**src/hw/audio_clock_pkg.sv**
```systemverilog
package audio_clock_pkg;

  // ----------------------------------------------------------------
  // Bus widths and answers
  // ----------------------------------------------------------------
  localparam int          ADDR_W       = 12;
  localparam logic [1:0]  RESP_OKAY    = 2'h0;
  localparam logic [1:0]  RESP_SLVERR  = 2'h2;

  // ----------------------------------------------------------------
  // Register indexes, byte address is four times the index
  // ----------------------------------------------------------------
  localparam logic [7:0]  IDX_CPF_LOW     = 8'h30;
  localparam logic [7:0]  IDX_CPF_MID     = 8'h31;
  localparam logic [7:0]  IDX_CPF_HIGH    = 8'h32;
  localparam logic [7:0]  IDX_NI_LOW      = 8'h34;
  localparam logic [7:0]  IDX_NI_MID      = 8'h35;
  localparam logic [7:0]  IDX_NI_HIGH     = 8'h36;
  localparam logic [7:0]  IDX_BIT_DIV     = 8'h38;
  localparam logic [7:0]  IDX_CH_DIV      = 8'h39;
  localparam logic [7:0]  IDX_CONTROL     = 8'h3A;
  localparam logic [7:0]  IDX_FIELD_COUNT = 8'h3C;

  // ----------------------------------------------------------------
  // Control field positions
  // ----------------------------------------------------------------
  localparam int CTRL_PLL_OPEN_BIT  = 3;
  localparam int CTRL_VREF_BIT      = 2;
  localparam int CTRL_CH_PHASE_BIT  = 1;
  localparam int CTRL_BIT_PHASE_BIT = 0;

  // ----------------------------------------------------------------
  // Reset values and loop constants
  // ----------------------------------------------------------------
  localparam logic [17:0] CPF_RESET  = 18'h00000;
  localparam logic [21:0] NI_RESET   = 22'h000000;
  localparam logic [5:0]  DIV_RESET  = 6'h00;
  localparam logic [3:0]  CTRL_RESET = 4'h0;
  localparam int          ACC_W      = 23;
  localparam int          LOOP_SHIFT = 8;

  // ----------------------------------------------------------------
  // Carriers
  // ----------------------------------------------------------------
  typedef struct packed {
    logic [5:0] bit_div;
    logic [5:0] ch_div;
    logic       bit_phase;
    logic       ch_phase;
  } edge_cfg_t;

  typedef struct packed {
    logic [17:0] cpf;
    logic [21:0] ni;
    logic [5:0]  bit_div;
    logic [5:0]  ch_div;
    logic [3:0]  ctrl;
  } audio_regs_t;

endpackage

```
**src/hw/field_locked_audio_clock_divider.sv**
```systemverilog
// Function
// - Bit clock equals source over 2(divisor+1).
// - Channel clock equals bit clock over 2divisor.
// - Both outputs made by binary division.
// - PLL bit zero closed, one open.
// - Vertical reference select: internal or external.
// - Channel phase zero: change on falling edges.
// - Channel phase one: change on rising edges.
// - Bit phase picks source falling or rising.
// - Divider input only from source clock pin.
// - Master clock rate from per-field and increment.
// - Slow loop locks audio clock to fields.
// - Same master clock count every field.
//
// Chosen here: register access over AXI4-Lite.
module field_locked_audio_clock_divider
  import audio_clock_pkg::*;
(
  // Clock and reset
  input  wire logic              aclk,
  input  wire logic              aresetn,
  // AXI4-Lite write address and data
  input  wire logic [ADDR_W-1:0] s_axi_awaddr,
  input  wire logic              s_axi_awvalid,
  output      logic              s_axi_awready,
  input  wire logic [31:0]       s_axi_wdata,
  input  wire logic [3:0]        s_axi_wstrb,
  input  wire logic              s_axi_wvalid,
  output      logic              s_axi_wready,
  // AXI4-Lite write response
  output      logic [1:0]        s_axi_bresp,
  output      logic              s_axi_bvalid,
  input  wire logic              s_axi_bready,
  // AXI4-Lite read
  input  wire logic [ADDR_W-1:0] s_axi_araddr,
  input  wire logic              s_axi_arvalid,
  output      logic              s_axi_arready,
  output      logic [31:0]       s_axi_rdata,
  output      logic [1:0]        s_axi_rresp,
  output      logic              s_axi_rvalid,
  input  wire logic              s_axi_rready,
  // Pins and vertical references
  input  wire logic              divider_source_clock_in,
  input  wire logic              vertical_ref_internal_in,
  input  wire logic              vertical_ref_external_in,
  // Audio clock outputs
  output      logic              synth_master_clock_out,
  output      logic              serial_bit_clock_out,
  output      logic              channel_select_clock_out
);

  // ----------------------------------------------------------------
  // Register map and bus slave
  // ----------------------------------------------------------------
  audio_regs_t             regs, next_regs;
  logic                    aw_held, next_aw_held;
  logic [ADDR_W-1:0]       aw_addr, next_aw_addr;
  logic                    w_held, next_w_held;
  logic [7:0]              w_byte, next_w_byte;
  logic                    w_lane, next_w_lane;
  logic                    next_awready, next_wready, next_arready;
  logic [1:0]              next_bresp, next_rresp;
  logic                    next_bvalid, next_rvalid;
  logic [31:0]             next_rdata;
  logic [17:0]             field_count;

  // Returns the register index, or all ones when the address is unmapped.
  function automatic logic [8:0] decode(input logic [ADDR_W-1:0] addr);
    logic [7:0] idx;
    logic       hit;
    idx = addr[9:2];
    hit = (addr[1:0] == 2'h0) && (addr[ADDR_W-1:10] == '0);
    if (hit && (idx == IDX_CPF_LOW || idx == IDX_CPF_MID || idx == IDX_CPF_HIGH ||
                idx == IDX_NI_LOW || idx == IDX_NI_MID || idx == IDX_NI_HIGH ||
                idx == IDX_BIT_DIV || idx == IDX_CH_DIV || idx == IDX_CONTROL ||
                idx == IDX_FIELD_COUNT)) begin
      return {1'b0, idx};
    end
    return 9'h1FF;
  endfunction

  always_comb begin
    logic [8:0] widx;
    logic [8:0] ridx;
    next_regs    = regs;
    next_aw_held = aw_held;
    next_aw_addr = aw_addr;
    next_w_held  = w_held;
    next_w_byte  = w_byte;
    next_w_lane  = w_lane;
    next_bvalid  = s_axi_bvalid;
    next_bresp   = s_axi_bresp;
    next_rvalid  = s_axi_rvalid;
    next_rresp   = s_axi_rresp;
    next_rdata   = s_axi_rdata;
    widx         = decode(aw_addr);
    ridx         = decode(s_axi_araddr);
    if (s_axi_awvalid && s_axi_awready) begin
      next_aw_held = 1'b1;
      next_aw_addr = s_axi_awaddr;
    end
    // Only byte lane zero carries a register byte; the other lanes are ignored.
    if (s_axi_wvalid && s_axi_wready) begin
      next_w_held = 1'b1;
      next_w_byte = s_axi_wdata[7:0];
      next_w_lane = s_axi_wstrb[0];
    end
    if (s_axi_bvalid && s_axi_bready) begin
      next_bvalid = 1'b0;
    end
    if (aw_held && w_held && !s_axi_bvalid) begin
      next_aw_held = 1'b0;
      next_w_held  = 1'b0;
      next_bvalid  = 1'b1;
      next_bresp   = (widx == 9'h1FF) ? RESP_SLVERR : RESP_OKAY;
      if (w_lane) begin
        unique case (widx[7:0])
          IDX_CPF_LOW:  next_regs.cpf[7:0]   = w_byte;
          IDX_CPF_MID:  next_regs.cpf[15:8]  = w_byte;
          IDX_CPF_HIGH: next_regs.cpf[17:16] = w_byte[1:0];
          IDX_NI_LOW:   next_regs.ni[7:0]    = w_byte;
          IDX_NI_MID:   next_regs.ni[15:8]   = w_byte;
          IDX_NI_HIGH:  next_regs.ni[21:16]  = w_byte[5:0];
          IDX_BIT_DIV:  next_regs.bit_div    = w_byte[5:0];
          IDX_CH_DIV:   next_regs.ch_div     = w_byte[5:0];
          IDX_CONTROL:  next_regs.ctrl       = w_byte[3:0];
          // The measured field count is read-only, so a write to it is dropped.
          default:      next_regs            = regs;
        endcase
      end
    end
    if (s_axi_rvalid && s_axi_rready) begin
      next_rvalid = 1'b0;
    end
    if (s_axi_arvalid && s_axi_arready) begin
      next_rvalid = 1'b1;
      next_rresp  = (ridx == 9'h1FF) ? RESP_SLVERR : RESP_OKAY;
      unique case (ridx[7:0])
        IDX_CPF_LOW:     next_rdata = {24'h000000, regs.cpf[7:0]};
        IDX_CPF_MID:     next_rdata = {24'h000000, regs.cpf[15:8]};
        IDX_CPF_HIGH:    next_rdata = {30'h00000000, regs.cpf[17:16]};
        IDX_NI_LOW:      next_rdata = {24'h000000, regs.ni[7:0]};
        IDX_NI_MID:      next_rdata = {24'h000000, regs.ni[15:8]};
        IDX_NI_HIGH:     next_rdata = {26'h0000000, regs.ni[21:16]};
        IDX_BIT_DIV:     next_rdata = {26'h0000000, regs.bit_div};
        IDX_CH_DIV:      next_rdata = {26'h0000000, regs.ch_div};
        IDX_CONTROL:     next_rdata = {28'h0000000, regs.ctrl};
        IDX_FIELD_COUNT: next_rdata = {14'h0000, field_count};
        default:         next_rdata = 32'h00000000;
      endcase
    end
    // Ready is registered, so a held channel stays closed until the answer is gone.
    next_awready = !next_aw_held && !next_bvalid;
    next_wready  = !next_w_held && !next_bvalid;
    next_arready = !next_rvalid;
  end

  always_ff @(posedge aclk) begin
    if (!aresetn) begin
      regs          <= '{cpf: CPF_RESET, ni: NI_RESET, bit_div: DIV_RESET, ch_div: DIV_RESET, ctrl: CTRL_RESET};
      aw_held       <= 1'b0;
      aw_addr       <= '0;
      w_held        <= 1'b0;
      w_byte        <= 8'h00;
      w_lane        <= 1'b0;
      s_axi_awready <= 1'b0;
      s_axi_wready  <= 1'b0;
      s_axi_arready <= 1'b0;
      s_axi_bvalid  <= 1'b0;
      s_axi_bresp   <= RESP_OKAY;
      s_axi_rvalid  <= 1'b0;
      s_axi_rresp   <= RESP_OKAY;
      s_axi_rdata   <= 32'h00000000;
    end else begin
      regs          <= next_regs;
      aw_held       <= next_aw_held;
      aw_addr       <= next_aw_addr;
      w_held        <= next_w_held;
      w_byte        <= next_w_byte;
      w_lane        <= next_w_lane;
      s_axi_awready <= next_awready;
      s_axi_wready  <= next_wready;
      s_axi_arready <= next_arready;
      s_axi_bvalid  <= next_bvalid;
      s_axi_bresp   <= next_bresp;
      s_axi_rvalid  <= next_rvalid;
      s_axi_rresp   <= next_rresp;
      s_axi_rdata   <= next_rdata;
    end
  end

  // ----------------------------------------------------------------
  // Bit clock and channel clock dividers
  // ----------------------------------------------------------------
  // The source pin is sampled, so it must stay below a quarter of aclk.
  logic       src_meta, src_sync, src_prev;
  edge_cfg_t  active, next_active;
  logic [5:0] bit_cnt, next_bit_cnt;
  logic [5:0] ch_cnt, next_ch_cnt;
  logic       next_bit_clk, next_ch_clk;

  always_comb begin
    logic src_edge;
    logic bit_edge;
    next_active  = active;
    next_bit_cnt = bit_cnt;
    next_ch_cnt  = ch_cnt;
    next_bit_clk = serial_bit_clock_out;
    next_ch_clk  = channel_select_clock_out;
    bit_edge     = 1'b0;
    src_edge     = active.bit_phase ? (src_sync && !src_prev) : (!src_sync && src_prev);
    if (src_edge) begin
      if (bit_cnt >= active.bit_div) begin
        next_bit_clk           = !serial_bit_clock_out;
        next_bit_cnt           = 6'h00;
        next_active.bit_div    = regs.bit_div;
        next_active.bit_phase  = regs.ctrl[CTRL_BIT_PHASE_BIT];
        // Channel edge is a rising bit clock edge for phase one, falling for phase zero.
        bit_edge = (next_bit_clk == active.ch_phase);
      end else begin
        next_bit_cnt = bit_cnt + 6'h01;
      end
    end
    if (bit_edge) begin
      // A divisor of zero holds the channel clock still and keeps reloading.
      if (active.ch_div == 6'h00) begin
        next_ch_cnt          = 6'h00;
        next_active.ch_div   = regs.ch_div;
        next_active.ch_phase = regs.ctrl[CTRL_CH_PHASE_BIT];
      end else if (ch_cnt >= active.ch_div - 6'h01) begin
        next_ch_clk          = !channel_select_clock_out;
        next_ch_cnt          = 6'h00;
        next_active.ch_div   = regs.ch_div;
        next_active.ch_phase = regs.ctrl[CTRL_CH_PHASE_BIT];
      end else begin
        next_ch_cnt = ch_cnt + 6'h01;
      end
    end
  end

  always_ff @(posedge aclk) begin
    if (!aresetn) begin
      src_meta                 <= 1'b0;
      src_sync                 <= 1'b0;
      src_prev                 <= 1'b0;
      active                   <= '{bit_div: DIV_RESET, ch_div: DIV_RESET, bit_phase: 1'b0, ch_phase: 1'b0};
      bit_cnt                  <= 6'h00;
      ch_cnt                   <= 6'h00;
      serial_bit_clock_out     <= 1'b0;
      channel_select_clock_out <= 1'b0;
    end else begin
      src_meta                 <= divider_source_clock_in;
      src_sync                 <= src_meta;
      src_prev                 <= src_sync;
      active                   <= next_active;
      bit_cnt                  <= next_bit_cnt;
      ch_cnt                   <= next_ch_cnt;
      serial_bit_clock_out     <= next_bit_clk;
      channel_select_clock_out <= next_ch_clk;
    end
  end

  // ----------------------------------------------------------------
  // Master clock synthesizer and field lock loop
  // ----------------------------------------------------------------
  // The aclk stands in for the crystal; the loop is slow so one bad field barely moves it.
  // A count error moves the increment by only its value over 256 per field, so lock takes long.
  logic [ACC_W-1:0]  acc, next_acc;
  logic              next_mclk;
  logic              vref_meta, vref_sync, vref_prev, next_vref_prev;
  logic [17:0]       clk_count, next_clk_count;
  logic [17:0]       next_field_count;
  logic signed [24:0] offset, next_offset;

  always_comb begin
    logic signed [24:0] inc_wide;
    logic [ACC_W-1:0]   inc;
    logic               vref_sel;
    logic               mclk_rise;
    logic [25:0]        sum_wide;
    inc       = '0;
    vref_sel  = 1'b0;
    mclk_rise = 1'b0;
    sum_wide  = '0;
    inc_wide = $signed({3'h0, regs.ni}) + (offset >>> LOOP_SHIFT);
    if (inc_wide < 0) begin
      inc = '0;
    end else if (inc_wide > 25'sh07FFFFF) begin
      inc = '1;
    end else begin
      inc = inc_wide[ACC_W-1:0];
    end
    next_acc         = acc + inc;
    next_mclk        = next_acc[ACC_W-1];
    mclk_rise        = next_mclk && !synth_master_clock_out;
    vref_sel         = regs.ctrl[CTRL_VREF_BIT] ? vref_sync : vertical_ref_internal_in;
    next_vref_prev   = vref_sel;
    next_clk_count   = mclk_rise ? clk_count + 18'h00001 : clk_count;
    next_field_count = field_count;
    next_offset      = offset;
    if (vref_sel && !vref_prev) begin
      next_field_count = clk_count;
      next_clk_count   = mclk_rise ? 18'h00001 : 18'h00000;
      // Drive the count per field toward the programmed value.
      // The error sum saturates, so a long run far off target cannot flip its sign.
      sum_wide = {offset[24], offset} + {8'h00, regs.cpf} - {8'h00, clk_count};
      if (sum_wide[25] != sum_wide[24]) begin
        next_offset = sum_wide[25] ? 25'sh1000000 : 25'sh0FFFFFF;
      end else begin
        next_offset = $signed(sum_wide[24:0]);
      end
    end
    if (regs.ctrl[CTRL_PLL_OPEN_BIT]) begin
      next_offset = 25'sh0000000;
    end
  end

  always_ff @(posedge aclk) begin
    if (!aresetn) begin
      acc                    <= '0;
      synth_master_clock_out <= 1'b0;
      vref_meta              <= 1'b0;
      vref_sync              <= 1'b0;
      vref_prev              <= 1'b0;
      clk_count              <= 18'h00000;
      field_count            <= 18'h00000;
      offset                 <= 25'sh0000000;
    end else begin
      acc                    <= next_acc;
      synth_master_clock_out <= next_mclk;
      vref_meta              <= vertical_ref_external_in;
      vref_sync              <= vref_meta;
      vref_prev              <= next_vref_prev;
      clk_count              <= next_clk_count;
      field_count            <= next_field_count;
      offset                 <= next_offset;
    end
  end

endmodule

```
**config.mk**
```make
export PLATFORM = sky130hd
export DESIGN_NAME = field_locked_audio_clock_divider
export DESIGN_NICKNAME = d
export VERILOG_FILES = /design/src/hw/audio_clock_pkg.sv /design/src/hw/field_locked_audio_clock_divider.sv
export SDC_FILE = /design/constraint.sdc
export NUM_CORES = 1
export LEC_CHECK = 0
export ABC_CLOCK_PERIOD_IN_PS = 10050
export BUFFER_PORTS_ARGS = -buffer_cell sky130_fd_sc_hd__buf_4
export CORE_MARGIN = 1.5
export CORE_UTILIZATION = 25
export CTS_BUF_LIST = sky130_fd_sc_hd__clkbuf_4
export DETAILED_ROUTE_END_ITERATION = 6
export SLEW_MARGIN = 5
export SYNTH_ARGS = -nofsm -noshare
export SYNTH_HDL_FRONTEND = slang
export SYNTH_SLANG_ARGS = --single-unit
```
**constraint.sdc**
```tcl
create_clock -name aclk -period 10.05 [get_ports aclk]
set_clock_uncertainty 0.2 [all_clocks]
set_input_delay 0.5025 -clock aclk [delete_from_list [all_inputs] [get_ports aclk]]
set_output_delay 0.5025 -clock aclk [all_outputs]
set_load 0.05 [all_outputs]
```
; Word level (Yosys, flattened, before mapping)
; Cells that the tools add are included.
[totals]
word_cells = 199
regBits = 239
out_inout_bits = 44
[classes]
bitwise_logic = 2
n_mux = 35
reduce_logical = 66
n_eq_ne = 43
magnitude_cmp = 4
add_sub_neg = 8
[ops]
columns = cell, count
row1 = $eq 8x6->1 const B, 39
row2 = $pmux 18 s10, 1
row3 = $mux 25, 2
row4 = $mux 23, 2
row5 = $mux 18, 2
row6 = $mux 9, 4
row7 = $mux 6, 5
row8 = $reduce_and 3->1, 10
row9 = $add 25x19->26, 1
row10 = $sub 26x18->26, 1
row11 = $add 23x17->24, 1
row12 = $gt 24x24->1 const B, 1
row13 = $lt 24x1->1 const B, 1
row14 = $add 23x23->23, 1
row15 = $add 18x1->18 const B, 1
row16 = $eq 9x9->1 const B, 2
row17 = $logic_or 1x1->1, 18
row18 = $logic_and 1x1->1, 17
row19 = $mux 1, 17
row20 = $add 6x1->6 const B, 2
row21 = $ge 6x6->1, 2
row22 = $logic_not 1->1, 11
row23 = $logic_not 2->1, 4
row24 = $logic_not 6->1, 1
row25 = other kinds (8), 12

; Longest topological paths before layout
[depth]
ltp_word = 15
ltp_mapped = 22
ltp_nobuf = 20

; Least setup slack after synthesis
; OpenSTA, ideal clock, no wires.
[synth_path]
kind = register -> register
startpoint = register offset[15]
endpoint = register clk_count[10]
required_ps = 9723
path_stages_with_launch = 22
setup_slack_ps = 4811
n_path_buf = 3
setup_ps = 127
arrival_time_ps = 4912
period_less_slack_ps = 5239
path_cell_list = dfxtp_1 ha_1 a41oi_1 o21ai_1 a221o_1 a221o_1 a41o_1 xnor2_1 clkbuf_1 nor2_1 ha_1 o211ai_1 o211ai_1 nand4_1 a41oi_1 nor2_1 o31ai_1 and3b_1 buf_6 buf_6 o41ai_2 a21oi_1
[synth_via]
elab_chain_cells = 7
word_cells_on_any_way = 8
cone_classes = add/sub (2) / order compare (2) / mux (2) / reduce/logical (2)
[synth_lines]
columns = item, line
row1 = from (decl), field_locked_audio_clock_divider.sv:273  ; logic signed [24:0] offset, next_offset;
row2 = from (signal assigned), field_locked_audio_clock_divider.sv:336  ; offset <= next_offset;
row3 = $add 23x17->24 (*), field_locked_audio_clock_divider.sv:285  ; inc_wide = $signed({3'h0, regs.ni}) + (offset >>> LOOP_SHIFT);
row4 = $gt 24x24->1, field_locked_audio_clock_divider.sv:288  ; end else if (inc_wide > 25'sh07FFFFF) begin
row5 = $mux 23, field_locked_audio_clock_divider.sv:288
row6 = $mux 23 (*), field_locked_audio_clock_divider.sv:286  ; if (inc_wide < 0) begin
row7 = $add 23x23->23 (*), field_locked_audio_clock_divider.sv:293  ; next_acc = acc + inc;
row8 = $logic_and 1x1->1 (*), field_locked_audio_clock_divider.sv:295  ; mclk_rise = next_mclk && !synth_master_clock_out;
row9 = $reduce_bool 2->1 (no source line) (*), -
row10 = to (signal assigned), field_locked_audio_clock_divider.sv:334  ; clk_count <= next_clk_count;
row11 = to (decl), field_locked_audio_clock_divider.sv:271  ; logic [17:0] clk_count, next_clk_count;
; Every way passes the cells marked *; elsewhere a longest branch is shown, timed or not.
; A chain may end at the register's enable or synchronous reset.

; Worst setup path after layout
[layout_path]
startpoint = register regs[20] (netlist bit)
endpoint = register clk_count[17]
[layout_via]
elab_chain_cells = 7
word_cells_on_any_way = 8
cone_classes = add/sub (2) / order compare (2) / mux (2) / reduce/logical (2)
[layout_lines]
columns = item, line
row1 = from (decl), field_locked_audio_clock_divider.sv:55  ; audio_regs_t regs, next_regs;
row2 = from (signal assigned), field_locked_audio_clock_divider.sv:160  ; regs <= '{cpf: CPF_RESET, ni: NI_RESET, bit_div: DIV_RESET, ch_div: DIV_RESET, ctrl: CTRL_RESET};
row3 = from (signal assigned), field_locked_audio_clock_divider.sv:175  ; regs <= next_regs;
row4 = $add 23x17->24 (*), field_locked_audio_clock_divider.sv:285
row5 = $gt 24x24->1, field_locked_audio_clock_divider.sv:288
row6 = $mux 23, field_locked_audio_clock_divider.sv:288
row7 = $mux 23 (*), field_locked_audio_clock_divider.sv:286
row8 = $add 23x23->23 (*), field_locked_audio_clock_divider.sv:293
row9 = $logic_and 1x1->1 (*), field_locked_audio_clock_divider.sv:295
row10 = $reduce_bool 2->1 (no source line) (*), -
; Marked as above.

==> impl_metrics.tcl <==
set metrics [dict create \
    grtUsageTotal_pct 13.1 \
    async_reset_ff_share_pct 0 \
    worst-endpoint-arrival_ns 7.30 \
    fin_crit_sh_pct 68.3 \
    num_rows 84 \
    ir_worst_vdd_mv 0.0932 \
    synthDistinctLibCells 73 \
    leakage_uw 0.00614 \
    fillCellCount 5598 \
    diodes 0 \
    rsz0062_at_grt "no" \
    viasPerCell 4.79 \
    area_growth_pct 16.0 \
    min_period_ns 6.87 \
    syn_area_per_cell_um2 8.10 \
    clk_latency_ns 0.74 \
    worstReg2RegEnd "clk_count[17]" \
    synthTopCellsByArea "dfxtp_1 (34%), ha_1 (8.2%), a21oi_1 (6.4%)" \
    setup_tns_ns 0 \
    die_area_um2 54300 \
    fmax_mhz 146 \
    worstRegToRegCells 18 \
    h-tree-depth 2 \
    critPathKind "reg -> reg" \
    max-cap-violations 0 \
    dr.first_iter.drc_count 670 \
    r2r_slack_ns 3.18 \
    cts_setup_buffers 0 \
    cp.required_ns 10.48 \
    ys_seq_area_share_pct 33.6 \
    first_pass_iters 5 \
    status "finished, final reports clean" \
    start_kind "flip-flop" \
    crit_path_end_kind "flip-flop" \
    vias 11753 \
    synth-compound-area-share_pct 19.4 \
    cts_buffer_depth 3 \
    routed_wl_um 36300 \
    post-route-drc-count 0 \
    design.core.area_um2 52400 \
    first_global_vias 11093 \
    gp_congestion 0.866 \
    slew_viol_final 0 \
    final_common_cell "dfxtp_1" \
    netlist.area_leader.share_pct 33.6 \
    ant_nets 0 \
    grt_antenna_before_repair 0 \
    r2r_start "regs[20]" \
    synth_top_family_by_area "compound AO/OA/AOI/OAI gates" \
    cp_max_fo 19 \
    hold_depth 4 \
    cts-root-buf "clkbuf_4" \
    yosys.area_share.simple_pct 18.9 \
    grt_pass1_wl_um 57700 \
    netlist_area_um2 13200 \
    synth_fa_ha_area_share_pct 11.3 \
    cts_hold_buf 27 \
    synth_largest_area_cell "dfxtp_1" \
    dp_cells 2325 \
    numCtsBuffers 60 \
    final_cell_mix "dfxtp_1 (222), nor2_1 (179), nand2_1 (177), a21oi_1 (169), inv_1 (111)" \
    pwr_density_cell_nw_per_um2 221 \
    synthMuxAreaShare_pct 6.00 \
    ys_ff_latch 222 \
    fp.dieH_um 233 \
    synth-main-ff-cell "dfxtp_1" \
    clock_sinks 222 \
    post-dp-hpwl_um 26400 \
    syn_inst 1632 \
    finalHoldViolCount 0 \
    hold_end "w_byte[6]" \
    regArea_um2 4440 \
    finalSetupViolations 0 \
    fin_nets 1903 \
    clkSlewWorstSetupHoldPaths_ns 0.06 \
    io_pins 114 \
    synth_warnings 0 \
    stdcell_count 2452 \
    synth-edff-count 0 \
    synth-xor-area-share_pct 4.50 \
    drive_above_1_share_pct 10.9 \
    grt_overflow 0 \
    hp-start "s_axi_wvalid" \
    multiInputGateArea_um2 8040 \
    worstMarginPinSlew_ns 1.14 \
    start_util_pct 25.2 \
    cts_tree "yes" \
    grt_max_degree 72 \
    wl_per_cell_um 14.8 \
    hold_path.class "in -> reg" \
    dieWidth_um 233 \
    cts_resized 0 \
    io_buffers 70 \
    slew_headroom_pct 24.0 \
]
synth_stat cells (13+ instances only):
library cell	number
buf_4	17
mux2i_1	77
ha_1	87
a31oi_1	13
nand3_1	41
or3_1	16
nor3_1	23
and3_1	16
fa_1	20
nand2b_1	19
nor4_1	15
a21oi_1	170
clkbuf_1	61
inv_1	111
nand2_1	177
o21ai_0	69
nor2_1	181
dfxtp_1	222
xor2_1	27
a21o_1	38
xnor2_1	41
sequential cells by signal (all words and copies together), names as in the netlist, 6 cells and up:
signal and count:
acc 22, active 14, aw_addr 12, bit_cnt 6, ch_cnt 6, clk_count 18, field_count 18, offset 25
regs 56, s_axi_rdata 18, w_byte 8
kinds of logic after synthesis:
kind of cell / count (synthesis)
buf+inv: 200
flops: 222
simple gates: 547
compound gates: 408
other cells: 1
fa+ha+maj: 107
mux: 79
xor+xnor: 68
metrics by stage:
stage	total power, uW	area [um^2]	worst slack, ns	util [%]	hold WS, ns
detailed placement	2590	14300	3.30	27.3	0.230
finish	3390	15300	3.18	29.3	0.0922
floorplan	2280	13300	4.81	-	0.212
global placement	2560	14300	3.43	27.3	0.218
CTS	3410	15300	3.23	29.2	0.0393
global route	3680	15300	2.81	29.3	0.0937
worst max-delay path: stages (launching register included):
cell and delay, ns:
dfxtp_1 0.40, ha_1 0.31, nor3_1 0.30, nor3_1 0.11
a221o_1 0.40, a221o_1 0.38, a41o_1 0.29, xnor2_1 0.54
nor2_1 0.13, ha_1 0.39, o211ai_1 0.13, o211ai_1 0.30
nand4_1 0.23, a41oi_1 0.39, nor2_1 0.12, o31ai_1 0.90
and3b_1 0.57, nor4_1 0.45, mux2i_1 0.21
worst max path at each step:
stage          startpoint             to  slack (ns)  cells after the start
3_3_place_gp    offset[9]  clk_count[17]        3.43                     19
6_report         regs[20]  clk_count[17]        3.18                     18
2_1_floorplan  offset[15]  clk_count[10]        4.81                     21
4_1_cts          regs[17]  clk_count[17]        3.23                     19
3_5_place_dp    offset[9]  clk_count[17]        3.30                     19
5_1_grt          regs[17]   clk_count[6]        2.81                     19
where the power goes:
| group | switching (uW) | internal [uW] | leakage [uW] |
|---|---|---|---|
| sequential | 74.7 | 965 | 0.00180 |
| combinational | 931 | 631 | 0.00390 |
| clock | 379 | 409 | 0.000435 |
routing by layer:
metal	up-vias	track usage, %	routed length [um]
met5	-	0	0
met4	0	4.66	1060
met3	84	2.72	1930
met2	259	20.7	16300
met1	5528	17.5	17000
li1	5882	-	-
cell type report:
class | count | share of cell area (%)
clock buffer | 85 | 4.16
timing repair buffer | 104 | 5.53
inverter | 113 | 2.78
multi-input combinational | 1225 | 52.4
sequential | 222 | 29.0
clock inverter | 15 | 0.555
tap | 688 | 5.61
Power figures use the tool's default switching activity.
